File: config.mk
export PLATFORM = sky130hd
export DESIGN_NAME = lcp_top
export DESIGN_NICKNAME = d
export VERILOG_FILES = /design/src/shared/lcp_pkg.sv /design/src/lcp_top.sv /design/src/lcp_sync2.sv
export SDC_FILE = /design/constraint.sdc
export NUM_CORES = 1
export LEC_CHECK = 0
export ABC_AREA = 1
export CAP_MARGIN = 5
export CORE_AREA = 5 5 57 64
export CTS_CLUSTER_DIAMETER = 200
export DETAILED_ROUTE_END_ITERATION = 6
export DIE_AREA = 0 0 62 69
export DONT_BUFFER_PORTS = 1
export PLACE_DENSITY_LB_ADDON = 0.3
export SYNTH_ARGS = -nofsm -noshare
export SYNTH_HDL_FRONTEND = slang
export SYNTH_SLANG_ARGS = --single-unit
File: constraint.sdc
create_clock -name ref_clk_i -period 2 [get_ports ref_clk_i]
set_input_delay 0.1 -clock ref_clk_i [delete_from_list [all_inputs] [get_ports ref_clk_i]]
set_output_delay 0.1 -clock ref_clk_i [all_outputs]
set_load 0.02 [all_outputs]
File: src/shared/lcp_pkg.sv
// What this block does
// - register reset pin restores all defaults
// - host mode: pending interrupt drives pin low
// - interrupt enable zero suppresses interrupt pin
// - straps pick 16/32/128 fifo or disable
// - path select high transmit, low receive
// - mute enabled and loss forces data low
package lcp_pkg;
    // apb byte offsets
    localparam logic [7:0] OFS_CTRL   = 8'h00;
    localparam logic [7:0] OFS_STAT   = 8'h04;
    localparam logic [7:0] OFS_MASK   = 8'h08;
    localparam logic [7:0] OFS_JATT   = 8'h0C;
    // control register fields
    localparam int CTRL_INT_EN   = 0;
    localparam int CTRL_MUTE     = 1;
    localparam int CTRL_JA_LO    = 2;
    localparam int CTRL_JA_HI    = 3;
    localparam int CTRL_PATH     = 4;
    localparam logic [4:0] CTRL_RST = 5'h00;
    // status / mask bits
    localparam int EV_LOS_SET    = 0;
    localparam int EV_LOS_CLR    = 1;
    localparam int EV_W          = 2;
    localparam logic [1:0] MASK_RST = 2'h3;
    // attenuator depth codes
    localparam logic [7:0] DEPTH_16  = 8'h10;
    localparam logic [7:0] DEPTH_32  = 8'h20;
    localparam logic [7:0] DEPTH_128 = 8'h80;
    localparam logic [7:0] DEPTH_OFF = 8'h00;
endpackage

File: src/lcp_top.sv
// The register offsets and register access over APB were decided locally.
`timescale 1ns/1ps
module lcp_top (
    input  wire logic        ref_clk_i,        // 10 MHz clock
    input  wire logic        reset_n_i,        // sync system reset
    input  wire logic        reg_reset_n_i,    // register reset pin
    input  wire logic        host_mode_i,      // 1 host, 0 hardware
    input  wire logic        shared_pin_i,     // shared pin level in
    output logic             shared_pin_o,     // shared pin drive
    output logic             shared_pin_oe_o,  // shared pin enable
    input  wire logic        jatt_cfg_lo_i,    // attenuator strap lo
    input  wire logic        jatt_cfg_hi_i,    // attenuator strap hi
    input  wire logic        jatt_path_sel_i,  // 1 tx path, 0 rx path
    input  wire logic        los_i,            // loss of signal level
    input  wire logic        rx_pos_i,         // recovered pos data
    input  wire logic        rx_neg_i,         // recovered neg data
    output logic             rx_pos_data_o,    // pos data out
    output logic             rx_neg_data_o,    // neg data out
    output logic [7:0]       jatt_depth_o,     // fifo depth, 0 = off
    output logic             jatt_en_o,        // attenuator enabled
    output logic             jatt_tx_path_o,   // attenuator in tx path
    output logic             irq_o,            // level interrupt
    input  wire logic        psel,             // apb select
    input  wire logic        penable,          // apb enable
    input  wire logic        pwrite,           // apb write
    input  wire logic [7:0]  paddr,            // apb address
    input  wire logic [31:0] pwdata,           // apb write data
    output logic [31:0]      prdata,           // apb read data
    output logic             pready,           // apb ready
    output logic             pslverr           // apb error
);
    // pins from outside: two flops before use
    logic [6:0] pin_s;
    lcp_sync2 #(.W(7)) u_sync (
        .ref_clk_i (ref_clk_i),
        .reset_n_i (reset_n_i),
        .d_i       ({reg_reset_n_i, host_mode_i, shared_pin_i,
                     jatt_cfg_lo_i, jatt_cfg_hi_i, jatt_path_sel_i,
                     los_i}),
        .q_o       (pin_s)
    );
    logic rrst_n, host_s, mute_pin_s, ja_lo_s, ja_hi_s, path_s, los_s;
    assign {rrst_n, host_s, mute_pin_s, ja_lo_s, ja_hi_s, path_s,
            los_s} = pin_s;

    // pin or system reset restores every command register to its default (mask to all ones)
    logic regs_rst;
    assign regs_rst = !reset_n_i || !rrst_n;

    function automatic logic [7:0] depth_of(input logic lo,
                                            input logic hi);
        unique case ({lo, hi})
            2'b00: depth_of = lcp_pkg::DEPTH_16;
            2'b01: depth_of = lcp_pkg::DEPTH_32;
            2'b10: depth_of = lcp_pkg::DEPTH_128;
            2'b11: depth_of = lcp_pkg::DEPTH_OFF;
        endcase
    endfunction

    logic [4:0]  ctrl_r;
    logic [1:0]  stat_r;
    logic [1:0]  mask_r;
    logic        los_d_r;
    logic        acc;
    logic        wr;
    logic [31:0] rd_mux;
    // a write lands only at the edge that completes the access
    assign acc = psel && penable;
    assign wr  = acc && pready && pwrite;

    always_ff @(posedge ref_clk_i) begin
        if (regs_rst) begin
            ctrl_r <= lcp_pkg::CTRL_RST;
            mask_r <= lcp_pkg::MASK_RST;
        end else if (wr) begin
            if (paddr == lcp_pkg::OFS_CTRL)
                ctrl_r <= pwdata[4:0];
            if (paddr == lcp_pkg::OFS_MASK)
                mask_r <= pwdata[1:0];
        end
    end

    a_regs_reset: assert property (@(posedge ref_clk_i)
        disable iff (!reset_n_i)
        !rrst_n |=> ctrl_r == lcp_pkg::CTRL_RST &&
                    mask_r == lcp_pkg::MASK_RST && stat_r == 2'h0)
        else $error("register reset ignored");

    // edge tracker ignores the register reset: no false loss edge after it
    logic [1:0] ev;
    assign ev = {!los_s && los_d_r, los_s && !los_d_r};
    always_ff @(posedge ref_clk_i) begin
        if (!reset_n_i)
            los_d_r <= 1'b0;
        else
            los_d_r <= los_s;
    end

    // set beats write-one-clear in the same cycle
    always_ff @(posedge ref_clk_i) begin
        if (regs_rst)
            stat_r <= '0;
        else if (wr && paddr == lcp_pkg::OFS_STAT)
            stat_r <= (stat_r & ~pwdata[1:0]) | ev;
        else
            stat_r <= stat_r | ev;
    end

    a_stat_set_wins: assert property (@(posedge ref_clk_i)
        disable iff (!reset_n_i)
        (!regs_rst && los_s && !los_d_r)
        |=> stat_r[lcp_pkg::EV_LOS_SET])
        else $error("loss event lost");

    // pending interrupt gated by the enable bit
    logic pend;
    assign pend = |(stat_r & mask_r) && ctrl_r[lcp_pkg::CTRL_INT_EN];

    // effective config: straps in hardware mode, register in host
    logic mute_en, cfg_lo, cfg_hi, cfg_path;
    assign mute_en  = host_s ? ctrl_r[lcp_pkg::CTRL_MUTE] : mute_pin_s;
    assign cfg_lo   = host_s ? ctrl_r[lcp_pkg::CTRL_JA_LO] : ja_lo_s;
    assign cfg_hi   = host_s ? ctrl_r[lcp_pkg::CTRL_JA_HI] : ja_hi_s;
    assign cfg_path = host_s ? ctrl_r[lcp_pkg::CTRL_PATH]  : path_s;

    always_ff @(posedge ref_clk_i) begin
        if (!reset_n_i) begin
            shared_pin_o    <= 1'b1;
            shared_pin_oe_o <= 1'b0;
            irq_o           <= 1'b0;
        end else begin
            // host mode always drives the pin: low when pending, high otherwise
            shared_pin_oe_o <= host_s;
            shared_pin_o    <= !pend;
            irq_o           <= pend;
        end
    end

    a_pin_low_irq: assert property (@(posedge ref_clk_i)
        disable iff (!reset_n_i)
        (host_s && pend) |=> (shared_pin_oe_o && !shared_pin_o))
        else $error("pending interrupt not driven low");
    a_int_en_off: assert property (@(posedge ref_clk_i)
        disable iff (!reset_n_i)
        !ctrl_r[lcp_pkg::CTRL_INT_EN] |=> shared_pin_o && !irq_o)
        else $error("interrupt shown while disabled");
    a_irq_masked: assert property (@(posedge ref_clk_i)
        disable iff (!reset_n_i)
        (stat_r & mask_r) == 2'h0 |=> !irq_o && shared_pin_o)
        else $error("masked event raised interrupt");
    a_pin_role: assert property (@(posedge ref_clk_i)
        disable iff (!reset_n_i)
        1'b1 |=> shared_pin_oe_o == $past(host_s))
        else $error("shared pin role wrong");

    always_ff @(posedge ref_clk_i) begin
        if (!reset_n_i) begin
            jatt_depth_o   <= lcp_pkg::DEPTH_16;
            jatt_en_o      <= 1'b1;
            jatt_tx_path_o <= 1'b0;
        end else begin
            jatt_depth_o   <= depth_of(cfg_lo, cfg_hi);
            jatt_en_o      <= !(cfg_lo && cfg_hi);
            jatt_tx_path_o <= cfg_path;
        end
    end

    a_depth_off: assert property (@(posedge ref_clk_i)
        disable iff (!reset_n_i)
        (!host_s && ja_lo_s && ja_hi_s) |=> !jatt_en_o)
        else $error("attenuator not disabled");
    a_depth_128: assert property (@(posedge ref_clk_i)
        disable iff (!reset_n_i)
        (!host_s && ja_lo_s && !ja_hi_s)
        |=> jatt_depth_o == lcp_pkg::DEPTH_128)
        else $error("wrong fifo depth");
    a_depth_32: assert property (@(posedge ref_clk_i)
        disable iff (!reset_n_i)
        (!host_s && !ja_lo_s && ja_hi_s)
        |=> jatt_depth_o == lcp_pkg::DEPTH_32 && jatt_en_o)
        else $error("wrong fifo depth");
    a_path_sel: assert property (@(posedge ref_clk_i)
        disable iff (!reset_n_i)
        !host_s |=> jatt_tx_path_o == $past(path_s))
        else $error("path select wrong");

    // data path sees pins directly; mute is a plain gate
    always_ff @(posedge ref_clk_i) begin
        if (!reset_n_i) begin
            rx_pos_data_o <= 1'b0;
            rx_neg_data_o <= 1'b0;
        end else begin
            rx_pos_data_o <= rx_pos_i && !(mute_en && los_s);
            rx_neg_data_o <= rx_neg_i && !(mute_en && los_s);
        end
    end

    a_mute_los: assert property (@(posedge ref_clk_i)
        disable iff (!reset_n_i)
        (!host_s && mute_pin_s && los_s)
        |=> !rx_pos_data_o && !rx_neg_data_o)
        else $error("data not muted on loss");
    a_no_loss_pass: assert property (@(posedge ref_clk_i)
        disable iff (!reset_n_i)
        !los_s |=> rx_pos_data_o == $past(rx_pos_i) &&
                   rx_neg_data_o == $past(rx_neg_i))
        else $error("data lost without loss");

    // apb: one wait state buys flop-driven bus outputs;
    // unmapped addresses read zero and answer with an error
    logic mapped;
    assign mapped = paddr == lcp_pkg::OFS_CTRL ||
                    paddr == lcp_pkg::OFS_STAT ||
                    paddr == lcp_pkg::OFS_MASK ||
                    paddr == lcp_pkg::OFS_JATT;
    always_comb begin
        rd_mux = 32'h0;
        unique case (paddr)
            lcp_pkg::OFS_CTRL: rd_mux = {27'h0, ctrl_r};
            lcp_pkg::OFS_STAT: rd_mux = {30'h0, stat_r};
            lcp_pkg::OFS_MASK: rd_mux = {30'h0, mask_r};
            lcp_pkg::OFS_JATT: rd_mux = {22'h0, jatt_tx_path_o,
                                         jatt_en_o, jatt_depth_o};
            default:           rd_mux = 32'h0;
        endcase
    end

    // ready is a one-cycle pulse; read data stands with it
    always_ff @(posedge ref_clk_i) begin
        if (!reset_n_i) begin
            pready  <= 1'b0;
            pslverr <= 1'b0;
            prdata  <= 32'h0;
        end else if (acc && !pready) begin
            pready  <= 1'b1;
            pslverr <= !mapped;
            prdata  <= pwrite ? 32'h0 : rd_mux;
        end else begin
            pready  <= 1'b0;
            pslverr <= 1'b0;
            prdata  <= 32'h0;
        end
    end
endmodule

File: src/lcp_sync2.sv
`timescale 1ns/1ps
module lcp_sync2 #(
    parameter int W = 1
) (
    input  wire logic         ref_clk_i,   // clock
    input  wire logic         reset_n_i,   // sync reset
    input  wire logic [W-1:0] d_i,         // async level
    output logic      [W-1:0] q_o          // synchronised level
);
    logic [W-1:0] meta_r;
    always_ff @(posedge ref_clk_i) begin
        if (!reset_n_i) begin
            meta_r <= '0;
            q_o    <= '0;
        end else begin
            meta_r <= d_i;
            q_o    <= meta_r;
        end
    end
endmodule

Word-level counts from Yosys, hierarchy flattened
Cells that the tools add are included.
{"block": "word_totals", "ff_bits": 73, "out_inout_bits": 49, "elab_cells": 70}
{"block": "classes", "eq_ne": 6, "n_mux": 8, "bitwise": 7, "reduce_logical": 32}
{"cell": "10-bit one-hot mux with 4 select lines", "count": 1}
{"cell": "8-bit one-hot mux with 4 select lines", "count": 1}
{"cell": "8-bit by 4-bit equality test with 1-bit output, second input constant", "count": 2}
{"cell": "1-bit logical AND", "count": 12}
{"cell": "1-bit zero test", "count": 9}
{"cell": "8-bit by 3-bit equality test with 1-bit output, second input constant", "count": 1}
{"cell": "8-bit zero test", "count": 1}
{"cell": "2-bit AND reduction", "count": 3}
{"cell": "1-bit two-way mux", "count": 5}
{"cell": "2-bit AND", "count": 2}
{"cell": "2-bit equality test, second input constant", "count": 2}
{"cell": "1-bit logical OR", "count": 4}
{"cell": "2-bit OR", "count": 2}
{"cell": "3-bit OR reduction", "count": 1}
{"cell": "2-bit by 1-bit equality test with 1-bit output, second input constant", "count": 1}
{"cell": "2-bit zero test", "count": 1}
{"cell": "2-bit two-way mux", "count": 1}
{"cell": "1-bit inverter", "count": 2}
{"cell": "2-bit inverter", "count": 1}
{"cell": "2-bit OR reduction", "count": 1}

Depth between registers and ports, before layout
Gate-level depths: netlist of run 1.
{"block": "logic_depth", "word_depth": 5, "mapped_depth": 8, "ltp_nobuf": 8}

Hierarchy
From an unflattened synthesis of run 1, not the netlist that was laid out.
{"block": "hier_totals", "cells_unflattened": 225, "area_unflattened_um2": 1793.0}
{"mod": "lcp_top", "n_inst": 1, "cells_per_inst": 182, "area_each_um2": 1396.3}
{"mod": "lcp_sync2", "n_inst": 1, "cells_per_inst": 43, "area_each_um2": 396.6}

Least setup slack after synthesis of run 1
Ideal clock, no wire load.
{"block": "synth_path", "path_type": "register -> register", "start": "register pready", "end": "register ctrl_r[0]", "setup_ns": 0.124, "t_arrival_ns": 1.040, "required_time_ns": 1.876, "setup_slack_ns": 0.836, "stages_incl_launch_ff": 6, "period_less_slack_ns": 1.164, "path_cell_list": "dfxtp_1 nand2_1 nor2_2 nand2_1 nand2_1 a21oi_1"}
{"block": "synth_via", "elab_chain_len": 3}
{"item": "from (decl)", "line_no": "lcp_top.sv:29", "source": "output logic pready,"}
{"item": "from (signal assigned)", "line_no": "lcp_top.sv:231", "source": "pready <= 1'b0;"}
{"item": "from (signal assigned)", "line_no": "lcp_top.sv:235", "source": "pready <= 1'b1;"}
{"item": "from (signal assigned)", "line_no": "lcp_top.sv:239", "source": "pready <= 1'b0;"}
{"item": "1-bit logical AND (2 in a row)", "line_no": "lcp_top.sv:69", "source": "assign wr = acc && pready && pwrite;"}
{"item": "2-bit AND reduction (no line)"}
{"item": "to (signal assigned)", "line_no": "lcp_top.sv:73", "source": "ctrl_r <= lcp_pkg::CTRL_RST;"}
{"item": "to (signal assigned)", "line_no": "lcp_top.sv:77", "source": "ctrl_r <= pwdata[4:0];"}
{"item": "to (decl)", "line_no": "lcp_top.sv:60", "source": "logic [4:0] ctrl_r;"}
No other way between the ends.
A chain may end at the register's enable or synchronous reset.

Worst setup path in the final report of run 1
{"block": "layout_path", "start": "input reset_n_i", "end": "register prdata[4]"}
{"block": "layout_via", "elab_chain_len": 2}
{"item": "from (decl)", "line_no": "lcp_top.sv:5", "source": "input wire logic reset_n_i,"}
{"item": "1-bit inverter (no line)"}
{"item": "3-bit OR reduction (no line)"}
{"item": "to (signal assigned)", "line_no": "lcp_top.sv:237", "source": "prdata <= pwrite ? 32'h0 : rd_mux;"}
{"item": "to (decl)", "line_no": "lcp_top.sv:28", "source": "output logic [31:0] prdata,"}
No other way between the ends.

==> results.yml, run 1 <==
routing:
  via_per_inst: 4.39
  dr_total_vias: 1274
  wl_per_cell_um: 9.92
  drt_pass1_iterations: 4
  drt-initial-drc-count: 51
  remaining_drc_errors: 0
  finalWirelength_um: 2880
  ant_nets: 0
setup_path:
  cp_max_fo: 22
  worstSetupPathType: "in -> reg"
  reg2reg_to: "ctrl_r[1]"
  start_kind: "primary input"
  arrival_ps: 1900
  reg2reg_depth: 5
  cp_data_required_time_ps: 2290
  regToRegStartpoint: "pready"
  crit_start: "reset_n_i"
  r2r_setup_slack_ps: 630
  end_kind: "flip-flop"
finish:
  drive_gt1_frac: 0.0781
  area_delta_synth_final_pct: 9.08
  diodes: 0
  nNetsFinal: 309
place:
  portBuffers: 0
  place_congestion: 0.724
  dpl.hpwl_um: 2070
floorplan:
  dieArea_um2: 4280
  start_util: 0.608
  die_h_um: 69
  rows: 21
  core_area_um2: 2940
  pin_count: 103
  die_x_um: 62
yosys:
  synthCells: 233
  yosysUniqueCellTypes: 18
  synth_warnings: 0
  synth_top_family_by_area: "simple AND/OR/NAND/NOR gates"
  synthXorXnorAreaFrac: 0
  ys_ff_latch: 45
  synth_edf_count: 0
  synth-compound-area-share: 0.0412
  synth_mux_area_frac: 0
  synth_flop_cell: "dfxtp_1"
  ys_seq_area_frac: 0.503
  synth_area_per_cell_um2: 7.68
  syn_area_um2: 1790
  synthArstFlopShare: 0
  synth_simple_gate_area_frac: 0.246
  synth_adder_area_share: 0
grt:
  grtUsageTotal: 0.142
  overflow: 0
  grt_pass1_vias: 1090
  grt_max_degree: 23
  grt_pass1_wl_um: 4510
  antenna_found_initial: 0
clocking:
  cts_tree: "done"
  holdBufCountCts: 18
  root_buffer: "clkbuf_4"
  h-tree-depth: 2
  post_cts_buffers: 0
  clock_sinks: 45
  ctsResizeCount: 0
  numCtsBuffers: 5
  clkSlewWorstSetupHoldPaths_ps: 120
  clk_latency_ps: 350
  max-clock-path-buffers: 2
power:
  ir_drop_mv: 0.572
  total_power_mw: 1.48
  p_leak_nw: 0.954
  powerDensity_nw_per_um2: 756
sta:
  post-route-period-util: 0.805
  setup_viol: 0
  tightest_slew_ps: 713
  rsz0062_at_grt: "no"
  finalHoldViolCount: 0
  holdWs_ps: 43.3
  tns_ps: 0
  fmax_mhz: 621
  slew_viol_final: 0
  clock_skew_ps: 7.59
  timing.slew.headroom: 0.523
  period_minus_slack_ps: 1610
hold_path:
  min_from: "reset_n_i"
  holdPathEnd: "ctrl_r[3]"
  hp-class: "in -> reg"
  whs_path_depth: 2
job:
  cap_violations: 0
outcome:
  status: "finished clean"
state kept, by name, summed over array words and instances, names as in the netlist, 2 cells and up:
name	flops
stat_r	2
u_sync.meta_r	7
u_sync.q_o	7
mask_r	2
jatt_depth_o	3
ctrl_r	5
prdata	9
cell families (layout without fill, tap and decap cells):
group,Yosys count,count (layout)
buf+inv,70,66
other cells,1,28
compound gates,14,14
simple gates,103,103
flops,45,45
worst max-delay path by stage:
| stage | end | cells after the start | slack (ps) |
|---|---|---|---|
| 3_5_place_dp | ctrl_r[1] | 5 | 630 |
| 6_report | prdata[4] | 7 | 390 |
| 4_1_cts | prdata[4] | 7 | 380 |
| 2_1_floorplan | ctrl_r[0] | 5 | 840 |
| 5_1_grt | prdata[4] | 7 | 230 |
| 3_3_place_gp | ctrl_r[3] | 5 | 640 |
critical path, stage by stage:
cell and delay (ps):
dlygate4sd3_1 1000, inv_2 120, nor3_2 230, inv_2 70, nor2_4 150, nand2_1 120, nor2_1 100
synth_stat cells, types with 2 or more instances:
master	n	share of area
nand3_1	12	0.034
inv_1	33	0.069
nor3_2	3	0.017
nor2_2	3	0.010
inv_2	4	0.0084
o21ai_0	6	0.017
clkbuf_1	2	0.0042
dfxtp_1	45	0.50
clkinv_1	2	0.0042
buf_4	29	0.12
a21oi_1	7	0.020
nor2_1	26	0.055
nand2_1	55	0.12
nor3_1	2	0.0056
cells in the final DEF (no fill, tap or decap):
master	synthesis	layout
nor2_1	26	26
nor2_4	1	1
clkbuf_1	2	1
conb_1	1	28
clkinvlp_4	0	2
or2_2	1	1
nor2_2	3	3
o21ai_0	6	6
nand3_1	12	12
dfxtp_1	45	45
nand2_1	55	55
buf_4	29	1
clkbuf_4	0	5
inv_2	4	4
nor3_2	3	3
dlygate4sd3_1	0	18
inv_1	33	33
clkinv_1	2	2
a21oi_1	7	7
nor3_1	2	2
a22o_1	1	1
final cells by class:
cell class                      count  area [um^2]
Clock inverter                      2         15.0
Inverter                           39          146
Clock buffer                        6         41.3
Timing Repair Buffer               19          188
Fill cell                         241          990
Tap cell                           34         42.5
Sequential cell                    45          901
Multi-Input combinational cell    145          619
metal layers:
| layer | global-route usage | vias to the layer above | part of all wire |
|---|---|---|---|
| li1 | - | 685 | - |
| met1 | 0.153 | 536 | 0.39 |
| met2 | 0.226 | 49 | 0.48 |
| met3 | 0.0653 | 4 | 0.11 |
| met4 | 0.0684 | 0 | 0.010 |
| met5 | 0 | - | 0 |
metrics by stage:
stage          area [um^2]  setup WS [ps]   util  cells
4_1_cts               1950            381  0.664    290
2_1_floorplan         1890            836      -    260
6_report              1950            389  0.664    290
3_5_place_dp          1720            634  0.583    264
5_1_grt               1950            235  0.664    290
3_3_place_gp          1720            639  0.583    264
power breakdown:
group	internal [mW]	switching [mW]	total (mW)
sequential	0.919	0.0211	0.940
clock	0.137	0.275	0.412
combinational	0.0387	0.0856	0.124
total	1.10	0.382	1.48
Note: power is estimated with default switching activity, not from simulation.
==> inputs of run 2 (changes only) <==
--- a/config.mk
+++ b/config.mk
@@ -7,10 +7,10 @@
 export LEC_CHECK = 0
 export ABC_AREA = 1
 export CAP_MARGIN = 5
-export CORE_AREA = 5 5 57 64
+export CORE_AREA = 5 5 58 65
 export CTS_CLUSTER_DIAMETER = 200
 export DETAILED_ROUTE_END_ITERATION = 6
-export DIE_AREA = 0 0 62 69
+export DIE_AREA = 0 0 63 70
 export DONT_BUFFER_PORTS = 1
 export PLACE_DENSITY_LB_ADDON = 0.3
 export SYNTH_ARGS = -nofsm -noshare
==> constraint.sdc (replaced) <==
create_clock -name ref_clk_i -period 1.6 [get_ports ref_clk_i]
set_input_delay 0.08 -clock ref_clk_i [delete_from_list [all_inputs] [get_ports ref_clk_i]]
set_output_delay 0.08 -clock ref_clk_i [all_outputs]
set_load 0.02 [all_outputs]
==> results.yml, run 2 (synthesis results as in run 1) <==
outcome:
  status: "finished clean"
setup_path:
  worstPathCellList: "dlymetal6s4s_1, inv_2, nor3_2, inv_2, nor2_4, nand2_2, nor2_1"
  worstSetupPathType: "in -> reg"
  cp_data_required_time_ps: 1880
  arrival_ps: 1500
  end_kind: "flip-flop"
  start_kind: "primary input"
  cp_max_fo: 22
  cpMostUsedCell: "inv_2"
  slowest_stage: "dlymetal6s4s_1"
  max_stage_delay_ps: 630
sta:
  slew_viol_final: 0
  post-route-period-util: 0.760
  tightest_slew_ps: 736
  rsz0062_at_grt: "no"
  setup_viol: 0
  fmax_mhz: 822
  tns_ps: 0
  finalHoldViolCount: 0
  timing.slew.headroom: 0.509
  clock_skew_ps: 6.86
  period_minus_slack_ps: 1220
  setup_slack_ps: 383
power:
  powerDensity_nw_per_um2: 935
  ir_drop_mv: 0.828
  p_leak_nw: 0.966
  total_power_mw: 1.84
floorplan:
  die_x_um: 63
  start_util: 0.593
  core_area_um2: 3020
  dieArea_um2: 4410
  rows: 21
  pin_count: 103
  die_h_um: 70
grt:
  antenna_found_initial: 0
  overflow: 0
  grtUsageTotal: 0.137
  grt_pass1_vias: 1109
  grt_max_degree: 23
  grt_pass1_wl_um: 4820
place:
  dpl.hpwl_um: 2110
  dp_slack_ps: 428
  place_congestion: 0.771
  portBuffers: 0
routing:
  finalWirelength_um: 2950
  drt_pass1_iterations: 5
  wl_met1_um: 1140
  drt-initial-drc-count: 44
  wl_met2_um: 1440
  met3_length_um: 337
  via_per_inst: 4.40
  ant_nets: 0
  wl_per_cell_um: 10.1
  dr_total_vias: 1281
  top_layer_used: "met4"
  remaining_drc_errors: 0
clocking:
  post_cts_buffers: 0
  clkSlewWorstSetupHoldPaths_ps: 120
  numCtsBuffers: 5
  cts_tree: "done"
  clk_latency_ps: 340
  clock_sinks: 45
  root_buffer: "clkbuf_4"
  max-clock-path-buffers: 2
  h-tree-depth: 2
finish:
  regMostFlops: "prdata"
  final_cell_mix: "nand2_1, dfxtp_1, inv_1"
  largest_reg_flops: 9
  nNetsFinal: 310
  area_delta_synth_final_pct: 9.78
  diodes: 0
  layout_commonest_cell: "nand2_1"
  top_regs: "prdata x9, u_sync.meta_r x7, u_sync.q_o x7"
  drive_gt1_frac: 0.0856
job:
  cap_violations: 0
hold_path:
  hp-class: "in -> reg"
## run 2: cell count changes in the layout (fill, tap and decap cells not counted)
cell,change
nand2_1,-1
buf_4,+1
dlymetal6s4s_1,+1
nand2_2,+1
dlygate4sd3_1,-1
## run 2: where the power goes
group / switching, mW / internal [mW] / total (mW)
logic: 0.110 / 0.0503 / 0.160
registers: 0.0244 / 1.15 / 1.17
clock network: 0.333 / 0.172 / 0.505
total: 0.467 / 1.37 / 1.84
## run 2: stage by stage
| step | utilization | cells | hold slack [ps] | cell area, um^2 |
|---|---|---|---|---|
| after CTS | 0.649 | 291 | 35.9 | 1960 |
| final | 0.651 | 291 | 48.7 | 1970 |
| after global routing | 0.651 | 291 | 44.8 | 1970 |
| after floorplan | - | 260 | 178 | 1890 |
| after detailed placement | 0.571 | 265 | 175 | 1720 |
| after global placement | 0.571 | 265 | 170 | 1720 |
## run 2: worst paths after layout
check / slack (ps) / endpoint / from / depth (start not counted)
max: 380 / prdata[1] / reset_n_i / 7
max reg2reg: 440 / ctrl_r[1] / pready / 5
min reg2reg: 420 / u_sync.q_o[0] / u_sync.meta_r[0] / 2
min: 50 / ctrl_r[0] / reset_n_i / 2
## run 2: timing repair
action | in CTS | in global routing
setup endpoints to repair | 0 | 10
hold buffers | 18 | 1
gates resized for setup | 0 | 2
hold endpoints to repair | 45 | 1
## run 2: worst max-delay path: cells and delay by family
| kind | cells | cell delay [ps] |
|---|---|---|
| buf+inv | 3 | 830 |
| simple gates | 4 | 570 |
## run 2: routing by layer
metal	track usage	vias to the layer above
met5	0	-
met1	0.144	534
li1	-	683
met3	0.0593	5
met2	0.234	59
met4	0.0637	0
## run 2: cell type report
type | count | area, um^2
well taps | 34 | 42.5
clock buffers | 6 | 41.3
fillers | 266 | 1060
multi-input cells | 145 | 622
flip-flops and latches | 45 | 901
inverters | 39 | 146
repair buffers | 20 | 198
clock inverters | 2 | 15.0
==> inputs of run 3 (changes only) <==
--- a/config.mk
+++ b/config.mk
@@ -7,10 +7,10 @@
 export LEC_CHECK = 0
 export ABC_AREA = 1
 export CAP_MARGIN = 5
-export CORE_AREA = 5 5 58 65
+export CORE_AREA = 5 5 61 68
 export CTS_CLUSTER_DIAMETER = 200
 export DETAILED_ROUTE_END_ITERATION = 6
-export DIE_AREA = 0 0 63 70
+export DIE_AREA = 0 0 66 73
 export DONT_BUFFER_PORTS = 1
 export PLACE_DENSITY_LB_ADDON = 0.3
 export SYNTH_ARGS = -nofsm -noshare
==> constraint.sdc (replaced) <==
create_clock -name ref_clk_i -period 1.1 [get_ports ref_clk_i]
set_input_delay 0.055 -clock ref_clk_i [delete_from_list [all_inputs] [get_ports ref_clk_i]]
set_output_delay 0.055 -clock ref_clk_i [all_outputs]
set_load 0.02 [all_outputs]
==> results.yml, run 3 (synthesis results as in run 1) <==
outcome:
  status: "finished clean"
floorplan:
  die_x_um: 66
  rows: 23
  dieArea_um2: 4820
  die_h_um: 73
  pin_count: 103
  core_area_um2: 3480
  start_util: 0.514
clocking:
  cts_tree: "done"
  clkSlewWorstSetupHoldPaths_ps: 80
  h-tree-depth: 2
  numCtsBuffers: 5
  clock_sinks: 45
  root_buffer: "clkbuf_8"
  max-clock-path-buffers: 2
  clk_latency_ps: 290
grt:
  grt_util_met2: 0.245
  overflow: 0
  grtUsageTotal: 0.136
  antenna_found_initial: 0
  grt_pass1_wl_um: 4930
  grt_pass1_vias: 1208
  grt_busiest_layer: "met2"
  use_met3: 0.0416
  grt_max_degree: 19
  gr-usage-met1: 0.135
sta:
  holdWs_ps: 21.3
  clock_skew_ps: 6.67
  post-route-period-util: 0.954
  slew_viol_final: 0
  period_minus_slack_ps: 1050
  setup_slack_ps: 50.1
  finalHoldViolCount: 0
  rsz0062_at_grt: "yes"
  fmax_mhz: 952
  setup_viol: 0
setup_path:
  reg2reg_depth: 3
  arrival_ps: 1240
  end_kind: "flip-flop"
  regToRegStartpoint: "u_sync.q_o[0]"
  r2r_setup_slack_ps: 50
  start_kind: "flip-flop"
  max_stage_delay_ps: 540
  reg2reg_to: "los_d_r"
  cp_max_fo: 4
  slowest_stage: "dlygate4sd3_1"
  crit_start: "u_sync.q_o[0]"
  path_buf_inv: 2
  worst-path-stages: 3
  critPathTopFamily: "buffers and inverters"
  worstSetupPathType: "reg -> reg"
  worstPathCellList: "nand2_1, dlygate4sd3_1, inv_1"
  crit_end: "los_d_r"
  cp_data_required_time_ps: 1290
job:
  cap_violations: 0
routing:
  remaining_drc_errors: 0
  ant_nets: 0
  dr_total_vias: 1335
  wl_per_cell_um: 9.72
  drt-initial-drc-count: 37
  via_per_inst: 4.16
  finalWirelength_um: 3120
  drt_pass1_iterations: 4
finish:
  instances_no_fill: 321
  drive_gt1_frac: 0.118
  diodes: 0
  seqCellArea_um2: 907
  multi_input_area_um2: 638
  fillers: 309
  regMostFlops: "prdata"
  layout_commonest_cell: "nand2_1"
  nNetsFinal: 324
  final_cell_mix: "nand2_1, dfxtp_1, inv_1"
  fin_util: 0.635
  largest_reg_flops: 9
  area_delta_synth_final_pct: 23.4
  top_regs: "prdata x9, u_sync.meta_r x7, u_sync.q_o x7"
place:
  dpl.hpwl_um: 2200
  place_congestion: 0.712
  dp_slack_ps: 54.9
  portBuffers: 0
  placedCellCount: 285
hold_path:
  whs_path_depth: 3
  hp-class: "in -> reg"
  min_from: "reset_n_i"
power:
  powerDensity_nw_per_um2: 1430
  ir_drop_mv: 0.799
  p_leak_nw: 1.05
## run 3: area by class of cell
| type | count | share of cell area |
|---|---|---|
| timing repair buffer | 34 | 0.156 |
| clock buffer | 6 | 0.0328 |
| clock inverter | 2 | 0.0176 |
| inverter | 39 | 0.0663 |
| tap | 50 | 0.0283 |
| multi-input combinational | 145 | 0.289 |
| sequential | 45 | 0.411 |
## run 3: metal layers
| layer | vias up | part of all wire | routed length, um |
|---|---|---|---|
| li1 | 709 | - | - |
| met2 | 58 | 0.50 | 1560 |
| met1 | 564 | 0.39 | 1230 |
| met3 | 4 | 0.088 | 275 |
| met4 | 0 | 0.019 | 58 |
| met5 | - | 0 | 0 |
## run 3: what timing repair did
item	CTS	global route
gates resized for setup	0	11
endpoints found under the setup margin	0	13
hold buffers	27	2
hold endpoints to repair	44	3
buffers inserted	0	1
## run 3: worst min-delay path by stage
stage                  endpoint  slack [ps]
6_report                 pready          20
5_1_grt                  pready          20
4_1_cts               ctrl_r[3]          80
3_5_place_dp    jatt_depth_o[4]         140
3_3_place_gp    jatt_depth_o[4]         140
2_1_floorplan  u_sync.meta_r[0]         150
## run 3: stage by stage
step                total power, mW  instance area, um^2  setup TNS [ps]
floorplan                      1.97                 1900               0
global placement               1.91                 1790               0
detailed placement             1.91                 1790               0
CTS                            3.20                 2170               0
global route                   3.30                 2210           -8.13
finish                         3.17                 2210               0
## run 3: power by group
group	switching [mW]	internal [mW]
sequential	0.0326	1.67
clock	0.527	0.681
combinational	0.162	0.0983
total	0.722	2.45
## run 3: worst register-to-register path, delay by kind of cell (launching register included)
kind,cells,cell delay [ps]
DFF,1,340
and+or+nand+nor,1,50
buffers and inverters,2,580
